==> src/otc_defs.svh <==
`ifndef OTC_DEFS_SVH
`define OTC_DEFS_SVH

// ==========================================================
// register map
`define OTC_ADDR_TRIM 8'h0B
`define OTC_ADDR_COEF 8'h0C
`define OTC_ADDR_CTRL 8'h0D

// ==========================================================
// field positions
`define OTC_TRIM_DIG_MSB 7
`define OTC_TRIM_DIG_LSB 6
`define OTC_TRIM_ANA_MSB 5
`define OTC_TRIM_ANA_LSB 0
`define OTC_COEF_MSB 6
`define OTC_CTRL_SENSE 7
`define OTC_CTRL_BATT_EN 6
`define OTC_CTRL_BATT_RATE 5
`define OTC_CTRL_GAIN_MSB 4

// ==========================================================
// reset values
`define OTC_TRIM_RESET 8'h00
`define OTC_COEF_RESET 8'h00
`define OTC_CTRL_RESET 8'h00

// ==========================================================
// decode constants
`define OTC_ANA_ZERO_CODE 7'sh20
`define OTC_DIG_PLUS 2'h1
`define OTC_DIG_ZERO 2'h2
`define OTC_DIG_MINUS 2'h3
`define OTC_DIG_HALF_PPM 8'sh3D

// ==========================================================
// timing
`define OTC_CLK_PERIOD_NS 8
`define OTC_CONV_TIME_NS 22_000_000
`define OTC_CONV_CYCLES (`OTC_CONV_TIME_NS / `OTC_CLK_PERIOD_NS)
`define OTC_BATT_SLOW_S 10'h258
`define OTC_BATT_FAST_S 10'h03C

`endif

==> src/otc_pkg.sv <==
package otc_pkg;

   typedef struct packed {
      logic wrEn;
      logic rdEn;
      logic [7:0] addr;
      logic [7:0] wrData;
   } otc_reg_req_s;

   typedef struct packed {
      logic [1:0] digital;
      logic [5:0] analog;
   } otc_trim_s;

   typedef enum logic [1:0] {
      OTC_IDLE,
      OTC_FIRST,
      OTC_SECOND
   } otc_conv_state_e;

endpackage

==> src/otc_conv_timer.sv <==
`include "otc_defs.svh"

module otc_conv_timer #(
   parameter int unsigned CYCLES = `OTC_CONV_CYCLES
) (
   input wire logic core_clk, // system clock
   input wire logic rst_b, // sync reset, low
   input wire logic ce, // clock enable
   input wire logic start, // begin timing
   input wire logic abort, // stop timing
   output logic halfTick_r, // mid-sequence pulse
   output logic doneTick_r // end-of-sequence pulse
);

   initial begin
      if (CYCLES < 4) $error("otc_conv_timer: CYCLES too small");
   end

   logic [31:0] cnt_r;
   logic run_r;

   always_ff @(posedge core_clk) begin
      if (!rst_b) begin
         cnt_r <= 32'h0000_0000;
         run_r <= 1'b0;
         halfTick_r <= 1'b0;
         doneTick_r <= 1'b0;
      end else if (ce) begin
         halfTick_r <= 1'b0;
         doneTick_r <= 1'b0;
         if (abort) begin
            run_r <= 1'b0;
            cnt_r <= 32'h0000_0000;
         end else if (start) begin
            run_r <= 1'b1;
            cnt_r <= 32'h0000_0000;
         end else if (run_r) begin
            cnt_r <= cnt_r + 32'h0000_0001;
            halfTick_r <= (cnt_r == 32'(CYCLES / 2 - 2));
            if (cnt_r == 32'(CYCLES - 2)) begin
               doneTick_r <= 1'b1;
               run_r <= 1'b0;
            end
         end
      end
   end

endmodule // otc_conv_timer

==> src/otc_trim_ctrl.sv <==
`include "otc_defs.svh"

// Overview of operation
// analog trim spans +32 to -31 ppm in one ppm steps
// analog adjustment equals 32 minus the six-bit code
// trim register at 0Bh: digital trim bits 7:6, analog 5:0
// host changes trims, coefficient, gain only with sensing off
// host avoids lowest analog codes or restarts frequency output
// cold coefficient register at 0Ch, bit 7 ignored
// host encodes coefficient as magnitude times 2048
// host programs both cold and hot coefficients
// control bit 7 enables sensing, conversion and trim adjustment; here the trims always come straight from the trim register
// sensing enable clears at reset
// sensing off means initial trims drive the oscillator
// enabling sensing uses the newly loaded values
// enabling starts two conversions, averaged into the result
// sequence takes 22 ms from the enabling write
// control bit 6 enables sensing in battery mode, default off
// battery below 2.7 V forces battery sensing off
// control bit 5 picks ten-minute or one-minute battery interval
// digital trim 00 off, 01 +30.5, 10 zero, 11 -30.5 ppm
// host writes gain with sensing off, then same with it on
module otc_trim_ctrl #(
   parameter int unsigned CONV_CYCLES = `OTC_CONV_CYCLES,
   parameter int unsigned TEMP_W = 10
) (
   input wire logic core_clk, // system clock
   input wire logic rst_b, // sync reset, low
   input wire logic ce, // clock enable
   input wire otc_pkg::otc_reg_req_s regReq, // register access
   output logic [7:0] regRdData_r, // register read data
   input wire logic onBattery, // running from backup
   input wire logic batteryLow, // backup below 2.7 V
   input wire logic secTick, // one pulse per second
   input wire logic [TEMP_W-1:0] tempSample, // sensor reading
   output otc_pkg::otc_trim_s trimOut_r, // trims to oscillator
   output logic signed [6:0] analogPpm_r, // analog ppm
   output logic signed [7:0] digitalHalfPpm_r, // digital half-ppm
   output logic [6:0] coldCoefOut_r, // coefficient in use
   output logic [4:0] gainOut_r, // gain in use
   output logic compActive_r, // compensation running
   output logic convBusy_r, // conversion in progress
   output logic [TEMP_W-1:0] tempResult_r // averaged temperature
);

   initial begin
      if (TEMP_W < 2 || TEMP_W > 16) $error("otc_trim_ctrl: TEMP_W");
      if (CONV_CYCLES < 4) $error("otc_trim_ctrl: CONV_CYCLES");
   end

   // ========================================================
   // functions
   function automatic logic signed [6:0] anaPpm(input logic [5:0] c);
      anaPpm = `OTC_ANA_ZERO_CODE - $signed({1'b0, c});
   endfunction

   function automatic logic signed [7:0] digPpm(input logic [1:0] c);
      unique case (c)
         `OTC_DIG_PLUS: digPpm = `OTC_DIG_HALF_PPM;
         `OTC_DIG_MINUS: digPpm = -`OTC_DIG_HALF_PPM;
         default: digPpm = 8'sh00;
      endcase
   endfunction

   function automatic logic [TEMP_W-1:0] avg2(input logic [TEMP_W-1:0] a,
                                              input logic [TEMP_W-1:0] b);
      logic [TEMP_W:0] s;
      s = {1'b0, a} + {1'b0, b};
      avg2 = s[TEMP_W:1];
   endfunction

   // ========================================================
   // registers
   otc_pkg::otc_trim_s trimReg_r;
   logic [7:0] coefReg_r;
   logic [7:0] ctrlReg_r;
   logic wrTrim, wrCoef, wrCtrl, senseEn, battEn, battRate, senseRise;

   assign wrTrim = regReq.wrEn && regReq.addr == `OTC_ADDR_TRIM;
   assign wrCoef = regReq.wrEn && regReq.addr == `OTC_ADDR_COEF;
   assign wrCtrl = regReq.wrEn && regReq.addr == `OTC_ADDR_CTRL;
   assign senseEn = ctrlReg_r[`OTC_CTRL_SENSE];
   assign battEn = ctrlReg_r[`OTC_CTRL_BATT_EN];
   assign battRate = ctrlReg_r[`OTC_CTRL_BATT_RATE];
   assign senseRise = wrCtrl && regReq.wrData[`OTC_CTRL_SENSE] && !senseEn;

   always_ff @(posedge core_clk) begin
      if (!rst_b) begin
         trimReg_r <= `OTC_TRIM_RESET;
         coefReg_r <= `OTC_COEF_RESET;
         ctrlReg_r <= `OTC_CTRL_RESET;
      end else if (ce) begin
         if (wrTrim) trimReg_r <= regReq.wrData;
         if (wrCoef) coefReg_r <= {1'b0, regReq.wrData[`OTC_COEF_MSB:0]};
         if (wrCtrl) ctrlReg_r <= regReq.wrData;
      end
   end

   always_ff @(posedge core_clk) begin
      if (!rst_b) begin
         regRdData_r <= 8'h00;
      end else if (ce && regReq.rdEn) begin
         unique case (regReq.addr)
            `OTC_ADDR_TRIM: regRdData_r <= trimReg_r;
            `OTC_ADDR_COEF: regRdData_r <= coefReg_r;
            `OTC_ADDR_CTRL: regRdData_r <= ctrlReg_r;
            default: regRdData_r <= 8'h00;
         endcase
      end
   end

   // ========================================================
   // battery-mode interval
   logic battAllowed, battTrig, vddAllowed, active;
   logic [9:0] battSecCnt_r;
   logic [9:0] battPeriod;

   assign battAllowed = onBattery && battEn && !batteryLow;
   assign vddAllowed = !onBattery;
   assign active = senseEn && (vddAllowed || battAllowed);
   assign battPeriod = battRate ? `OTC_BATT_FAST_S : `OTC_BATT_SLOW_S;
   assign battTrig = battAllowed && senseEn && secTick &&
                     battSecCnt_r == battPeriod - 10'h001;

   always_ff @(posedge core_clk) begin
      if (!rst_b) begin
         battSecCnt_r <= 10'h000;
      end else if (ce) begin
         // a rate change restarts the interval
         if (!battAllowed || !senseEn || wrCtrl || battTrig)
            battSecCnt_r <= 10'h000;
         else if (secTick) battSecCnt_r <= battSecCnt_r + 10'h001;
      end
   end

   // ========================================================
   // conversion sequence
   otc_pkg::otc_conv_state_e state_r;
   logic [TEMP_W-1:0] sample0_r;
   logic convStart, convAbort, halfTick, doneTick, wrAllowed;

   // enabling write judged by the value being written
   assign wrAllowed = !onBattery ||
                      (regReq.wrData[`OTC_CTRL_BATT_EN] && !batteryLow);
   assign convStart = ce && state_r == otc_pkg::OTC_IDLE &&
                      ((senseRise && wrAllowed) || battTrig);
   assign convAbort = state_r != otc_pkg::OTC_IDLE && !active;

   otc_conv_timer #(
      .CYCLES(CONV_CYCLES)
   ) u_timer (
      .core_clk(core_clk),
      .rst_b(rst_b),
      .ce(ce),
      .start(convStart),
      .abort(convAbort),
      .halfTick_r(halfTick),
      .doneTick_r(doneTick)
   );

   always_ff @(posedge core_clk) begin
      if (!rst_b) begin
         state_r <= otc_pkg::OTC_IDLE;
         sample0_r <= '0;
         tempResult_r <= '0;
      end else if (ce) begin
         unique case (state_r)
            otc_pkg::OTC_IDLE: begin
               if (convStart) state_r <= otc_pkg::OTC_FIRST;
            end
            otc_pkg::OTC_FIRST: begin
               if (convAbort) state_r <= otc_pkg::OTC_IDLE;
               else if (halfTick) begin
                  sample0_r <= tempSample;
                  state_r <= otc_pkg::OTC_SECOND;
               end
            end
            otc_pkg::OTC_SECOND: begin
               if (convAbort) state_r <= otc_pkg::OTC_IDLE;
               else if (doneTick) begin
                  tempResult_r <= avg2(sample0_r, tempSample);
                  state_r <= otc_pkg::OTC_IDLE;
               end
            end
            default: state_r <= otc_pkg::OTC_IDLE;
         endcase
      end
   end

   // ========================================================
   // trim outputs
   otc_pkg::otc_trim_s trimNxt;
   assign trimNxt = trimReg_r;

   always_ff @(posedge core_clk) begin
      if (!rst_b) begin
         trimOut_r <= `OTC_TRIM_RESET;
         analogPpm_r <= `OTC_ANA_ZERO_CODE;
         digitalHalfPpm_r <= 8'sh00;
         coldCoefOut_r <= 7'h00;
         gainOut_r <= 5'h00;
         compActive_r <= 1'b0;
         convBusy_r <= 1'b0;
      end else if (ce) begin
         trimOut_r <= trimNxt;
         analogPpm_r <= anaPpm(trimNxt.analog);
         digitalHalfPpm_r <= digPpm(trimNxt.digital);
         if (convStart) begin
            coldCoefOut_r <= coefReg_r[`OTC_COEF_MSB:0];
            gainOut_r <= ctrlReg_r[`OTC_CTRL_GAIN_MSB:0];
         end
         compActive_r <= active;
         convBusy_r <= convStart || (state_r != otc_pkg::OTC_IDLE &&
                       !convAbort && !(state_r == otc_pkg::OTC_SECOND &&
                       doneTick));
      end
   end
endmodule // otc_trim_ctrl

==> config.mk <==
export PLATFORM = sky130hd
export DESIGN_NAME = otc_trim_ctrl
export DESIGN_NICKNAME = d
export VERILOG_FILES = /design/src/otc_pkg.sv /design/src/otc_conv_timer.sv /design/src/otc_trim_ctrl.sv
export VERILOG_INCLUDE_DIRS = /design/src
export SDC_FILE = /design/constraint.sdc
export NUM_CORES = 1
export LEC_CHECK = 0
export BUFFER_PORTS_ARGS = -buffer_cell sky130_fd_sc_hd__buf_2
export CELL_PAD_IN_SITES_DETAIL_PLACEMENT = 1
export CELL_PAD_IN_SITES_GLOBAL_PLACEMENT = 2
export CORE_MARGIN = 1
export CORE_UTILIZATION = 38
export CTS_CLUSTER_SIZE = 12
export DETAILED_ROUTE_END_ITERATION = 8
export GPL_ROUTABILITY_DRIVEN = 0
export PLACE_DENSITY = 0.86
export SLEW_MARGIN = 30
export SYNTH_ARGS = -nofsm -noshare
export SYNTH_HDL_FRONTEND = slang
export SYNTH_HIERARCHICAL = 1
export SYNTH_SLANG_ARGS = --single-unit
==> constraint.sdc <==
create_clock -name core_clk -period 5 [get_ports core_clk]
set_input_delay 0.5 -clock core_clk [delete_from_list [all_inputs] [get_ports core_clk]]
set_output_delay 0.5 -clock core_clk [all_outputs]
set_load 0.02 [all_outputs]
# [After elaboration in Yosys (flattened, before gate mapping)]
# Index checks and enable logic that the tools add are counted.
[classes] n_bitwise=1 reduce_logical=47 n_addsub=5 n_mux=25 eq_ne=13
[op_table] cell="2-to-1 mux 32 bit" n=3
[op_table] cell="adder 32 x 1 -> 32 bit, second input constant" n=1
[op_table] cell="== test 32 x 21 -> 1 bit, second input constant" n=1
[op_table] cell="== test 32 x 22 -> 1 bit, second input constant" n=1
[op_table] cell="2-to-1 mux 10 bit" n=3
[op_table] cell="== test 8 x 4 -> 1 bit, second input constant" n=3
[op_table] cell="case mux 8 bit (3 select lines)" n=1
[op_table] cell="logical AND 1 bit" n=20
[op_table] cell="case mux 8 bit (2 select lines)" n=1
[op_table] cell="AND reduction 2 bit" n=6
[op_table] cell="AND reduction 4 bit" n=3
[op_table] cell="adder 10 x 10 -> 11 bit" n=1
[op_table] cell="2-to-1 mux 1 bit" n=11
[op_table] cell="adder 10 x 1 -> 10 bit, second input constant" n=1
[op_table] cell="== test 10 bit" n=1
[op_table] cell="2-to-1 mux 2 bit" n=5
[op_table] cell="subtractor 10 x 1 -> 10 bit, second input constant" n=1
[op_table] cell="zero test 1 bit" n=7
[op_table] cell="logical OR 1 bit" n=7
[op_table] cell="subtractor 6 x 6 -> 7 bit, first input constant" n=1
[op_table] cell="inequality test 3 x 2 -> 1 bit, second input constant" n=2
[op_table] cell="case mux 2 bit (3 select lines)" n=1
[op_table] cell="== test 2 x 1 -> 1 bit, second input constant" n=2
[op_table] cell="== test 2 bit, second input constant" n=2
[op_table] cell="5 further kinds" n=6
[word_totals] out_inout_bits=55 regBits=135 wordCells=112 input_bits=34

# [Depth between registers and ports, before layout]
[logic_depth] word_depth=10 depth_mapped=13 ltp_nobuf=10

# [Modules after synthesis]
# Netlist, hierarchy kept.
[modules_own_cells] module="otc_trim_ctrl" seq_area_each_um2=1881.8 n_inst=1 area_per_inst_um2=4435.5 cells_per_inst=486
[modules_own_cells] module="otc_conv_timer" seq_area_each_um2=700.7 n_inst=1 area_per_inst_um2=1940.6 cells_per_inst=240

# [Least setup slack after synthesis]
# No wires, ideal clock.
[synth_path] kind="input-to-reg" startpoint="in regReq[13] (netlist bit)" endpoint="reg u_timer.cnt_r[12]" arrival_time_ns=3.187 setup_slack_ns=1.743 path_buffers=4 required_time_ns=4.930 path_stages=13 setup_ns=0.070 cell_sequence="or4_4 -> buf_6 -> nor4_4 -> and3_4 -> buf_8 -> nor2_2 -> inv_1 -> o311ai_2 -> or2_1 -> clkbuf_1 -> clkbuf_1 -> or3_1 -> a21oi_1"
[synth_between] elab_chain_len=9 word_cells_on_any_way=11 cone_classes="eq/ne (1); mux (2); reduce/logical (8)"
[synth_rtl] item="from (decl)" line="otc_trim_ctrl.sv:30" rtl="input wire otc_pkg::otc_reg_req_s regReq,"
[synth_rtl] item="== test 8 x 4 -> 1 bit *"
[synth_rtl] item="logical AND 1 bit (no source line) *"
[synth_rtl] item="logical AND 1 bit * (2 in series)" line="otc_trim_ctrl.sv:85" rtl="assign senseRise = wrCtrl && regReq.wrData[`OTC_CTRL_SENSE] && !senseEn;"
[synth_rtl] item="logical AND 1 bit *" line="otc_trim_ctrl.sv:146" rtl="((senseRise && wrAllowed) || battTrig);"
[synth_rtl] item="logical OR 1 bit *" line="otc_trim_ctrl.sv:146"
[synth_rtl] item="logical AND 1 bit *" line="otc_trim_ctrl.sv:145" rtl="assign convStart = ce && state_r == otc_pkg::OTC_IDLE &&"
[synth_rtl] item="named net convStart" line="otc_trim_ctrl.sv:140" rtl="logic convStart, convAbort, halfTick, doneTick, wrAllowed;"
[synth_rtl] item="nonzero test 3 bit (no source line) or 2-to-1 mux 32 bit (tied branches)"
[synth_rtl] item="AND reduction 2 bit (no source line) or 2-to-1 mux 32 bit (tied branches)"
[synth_rtl] item="to (signal assigned)" line="otc_conv_timer.sv:38" rtl="cnt_r <= cnt_r + 32'h0000_0001;"
[synth_rtl] item="to (decl)" line="otc_conv_timer.sv:19" rtl="logic [31:0] cnt_r;"
# The timed path passes the listed nets; every way through them passes the cells marked *.
# A chain may end at the register's enable or synchronous reset.

# [Worst setup path in the final report]
[layout_path] startpoint="reg battSecCnt_r[0]" endpoint="reg u_timer.cnt_r[21]"
[layout_between] elab_chain_len=6 word_cells_on_any_way=8 cone_classes="eq/ne (1); mux (2); reduce/logical (5)"
[layout_rtl] item="from (decl)" line="otc_trim_ctrl.sv:115" rtl="logic [9:0] battSecCnt_r;"
[layout_rtl] item="from (signal assigned)" line="otc_trim_ctrl.sv:132" rtl="else if (secTick) battSecCnt_r <= battSecCnt_r + 10'h001;"
[layout_rtl] item="== test 10 bit *" line="otc_trim_ctrl.sv:123" rtl="battSecCnt_r == battPeriod - 10'h001;"
[layout_rtl] item="logical AND 1 bit *" line="otc_trim_ctrl.sv:122" rtl="assign battTrig = battAllowed && senseEn && secTick &&"
[layout_rtl] item="logical OR 1 bit *" line="otc_trim_ctrl.sv:146"
[layout_rtl] item="logical AND 1 bit *" line="otc_trim_ctrl.sv:145"
[layout_rtl] item="named net convStart" line="otc_trim_ctrl.sv:140"
[layout_rtl] item="nonzero test 3 bit (no source line) or 2-to-1 mux 32 bit (tied branches)"
[layout_rtl] item="AND reduction 2 bit (no source line) or 2-to-1 mux 32 bit (tied branches)"
# Marks and branches as above.

==> summary.txt <==
Outcome
  • Run status: complete, no violations

Floorplanning
  • Row count: 46
  • Die width: 132 um
  • Full die area: 17,300 um^2
  • Initial core utilization: 39.6%
  • IO Pins: 89
  • Core box area: 16,100 um^2
  • Die Y: 132 um

Job
  • Number of max-cap violations: 0

Cells and area
  • Layout cells sized above 1: 20.0%
  • Most frequent cells in the layout: 129 x dfxtp_1, 88 x buf_2, 75 x nor2_1
  • Layout area overhead: 18.2%
  • FILL cells: 1,933
  • Antenna cells: 0
  • Commonest non-fill, non-tap cell in the layout: dfxtp_1
  • Layout Utilization: 46.8%
  • Nets@finish: 841

Timing
  • Slew Limit Fails: 0
  • Min Clock Period, post-route: 3720 ps
  • TNS Setup: 0 ps
  • Max_slew headroom: 41.2%
  • Fin. Hold Viols: 0
  • Final Cycle Share: 74.5%
  • Unrepaired setup endpoints after global routing: no
  • Worst clock skew: 8.48 ps
  • Final setup viols: 0
  • Slew @ Worst Pin: 873 ps
  • Fmax: 0.268 GHz
  • Hold WS: 349 ps

Route
  • Total iterations of the first detailed-routing run: 5
  • DRT iter0 DRCs: 241
  • Final ANT Viol Nets: 0
  • M1 WL: 8330 um
  • Avg Vias per Cell: 5.61
  • WL/cell: 17.8 um
  • Met2 WL: 8930 um
  • Detailed Route WL: 18,200 um
  • Met3 wire len: 645 um
  • Post-route DRC: 0
  • Highest routed layer: met4
  • Vias: 5,734

Logic synthesis
  • Prevailing post-synth register cell: dfxtp_1
  • Gate Count Post-Synth: 726
  • Number of synthesized flops with an enable pin: 0
  • Yosys warning count: 6
  • Synth unique cells: 74
  • Synth Register Bits: 129
  • Fraction of registers with async set or reset after synthesis: 0%
  • Seq/Total Area, Yosys: 40.5%
  • Post-synthesis cell area: 6380 um^2
  • Synthesized area per cell: 8.78 um^2
  • Mapped Nets: 774

Pwr
  • Internal power: 1890 uW
  • Worst vdd ir: 0.000234 V
  • Leak: 0.00295 uW
  • Sequential fraction of design power: 42.4%
  • Comb pwr share: 3.4%
  • Clock share of power: 54.1%
  • Sw Pwr: 535 uW
  • Power Density: 322 nW/um^2
  • Switch share: 22.0%

Placement
  • Post-DP HPWL: 13,200 um
  • Port Buffer Count: 88

Setup path
  • CP Data Arrival Time: 4070 ps
  • Worst Setup Path Type: register to register
  • Crit path cell chain: ha_1, nand2_1, nor4_1, and3_1, nor2_2, inv_1, o311ai_2, or2_1, or4_1, a21oi_1
  • Critical-path top delay cell: and3_1
  • Worst Path Max Fanout: 18
  • CP startpoint kind: register
  • R2R setup slack: 1280 ps
  • Required @ worst endpoint: 5340 ps
  • Worst setup EP type: register
  • CP peak stage delay: 610 ps

Clock tree
  • CTS Buffer Depth: 2
  • CTS tree: yes
  • Post-cts resize count: 0
  • Worst skew pair latency: 430 ps
  • Root buffer cell: clkbuf_16
  • Total CTS buffers: 17
  • Clock sinks: 129
  • H-tree levels: 4
  • Post-CTS setup buffer count: 0
  • CTS Hold Bufs: 0
  • Clk pin slew, worst setup/hold paths: 60 ps

Min path
  • Worst hold path type: input pin to register

Global routing
  • GRT Total Usage: 21.3%
  • First-pass GRT wire length: 29,600 um
  • Initial antenna violation count: 0
  • Largest net degree at the start of global routing: 39
  • Grt ovf: 0
  • Vias in the first global route: 5,718
## area by class of cell
type / count / area [um^2] / area share, %
clock inverters: 11 / 151 / 2.01
multi-input cells: 535 / 3520 / 46.7
clock buffers: 21 / 480 / 6.38
flip-flops and latches: 129 / 2580 / 34.3
well taps: 216 / 270 / 3.59
inverters: 20 / 75.1 / 0.996
repair buffers: 90 / 455 / 6.04
## logic make-up (layout without fill, tap and decap cells)
logic type / Yosys count / count (layout) / share of synthesized area [%]
and+or+nand+nor: 297 / 297 / 25.9
xor gates and xnor gates: 15 / 15 / 2.06
muxes: 49 / 49 / 7.69
buffers and inverters: 62 / 142 / 4.61
DFF: 129 / 129 / 40.5
adders and majority gates: 14 / 14 / 2.87
AOI/OAI and AO/OA: 160 / 160 / 16.3
## worst max-delay path: cells and delay by family (launching register included)
family / cells / cell delay, ps
compound gates: 2 / 360
fa+ha+maj: 1 / 240
buf+inv: 1 / 180
flops: 1 / 390
simple gates: 6 / 2460
## stage by stage
step                      instance area [um^2]  power, uW  setup slack (ps)  instances
after global routing                      7540       2510               927       1022
after floorplan                           6380       1100              1740        726
after detailed placement                  6900       1140              1220        990
after CTS                                 7530       2450              1300       1022
after global placement                    6890       1130              1390        990
final                                     7540       2430              1280       1022
## routing by layer
layer,global-route usage [%],vias up
met5,0,-
met4,6.33,0
met3,5.05,21
met2,36.6,102
met1,26.1,2818
li1,-,2793
## flip-flops by register name, indices dropped and copies added (netlist names), 7 cells and up
name,count
battSecCnt_r,10
coldCoefOut_r,7
u_timer/cnt_r,32
coefReg_r,7
trimOut_r,8
sample0_r,10
ctrlReg_r,8
tempResult_r,10
regRdData_r,8
trimNxt,8
## synthesized netlist by cell type (3+ instances only)
cell type	number	area (um^2)
nand2b_1	10	62.6
nand2_1	53	199
a22oi_1	5	37.5
inv_1	18	67.6
nand3b_1	4	30.0
nor4_4	3	63.8
a21oi_2	9	78.8
nand4b_1	4	35.0
nor3_1	13	65.1
a211oi_1	4	30.0
and4_1	3	26.3
o22ai_1	3	18.8
o21ai_1	8	40.0
buf_2	9	45.0
o31ai_1	18	135
nor4b_1	3	26.3
nor4_1	9	56.3
o211ai_1	5	37.5
mux2i_1	49	490
or4_1	20	150
a21o_1	8	60.1
and3_1	4	25.0
nand4_1	18	113
a31oi_1	5	31.3
or3_1	13	81.3
or2_2	7	43.8
xnor2_1	9	78.8
a311oi_1	3	26.3
clkbuf_1	21	78.8
xor2_1	6	52.6
a21oi_1	58	290
nor2_1	75	282
o21ai_0	16	80.1
a222oi_1	3	30.0
dfxtp_1	129	2580
nor3b_1	3	22.5
nand3_1	35	175
buf_4	6	45.0
ha_1	13	163
## worst paths after layout
kind,end,start,cells after the start
setup / recovery,u_timer/cnt_r[21],battSecCnt_r[0],10
hold / removal,sample0_r[2],tempSample[2],3
setup reg to reg,u_timer/cnt_r[21],battSecCnt_r[0],10
hold reg to reg,regRdData_r[5],regRdData_r[5],1
## power groups by stage
stage	clock [uW]	combinational, uW	sequential, uW
detailed placement	0	83.3	1050
floorplan	0	47.0	1050
global placement	0	80.1	1050
CTS	1340	83.8	1030
finish	1320	83.5	1030
global route	1390	90.5	1030
Note: power is estimated with default switching activity, not from simulation.
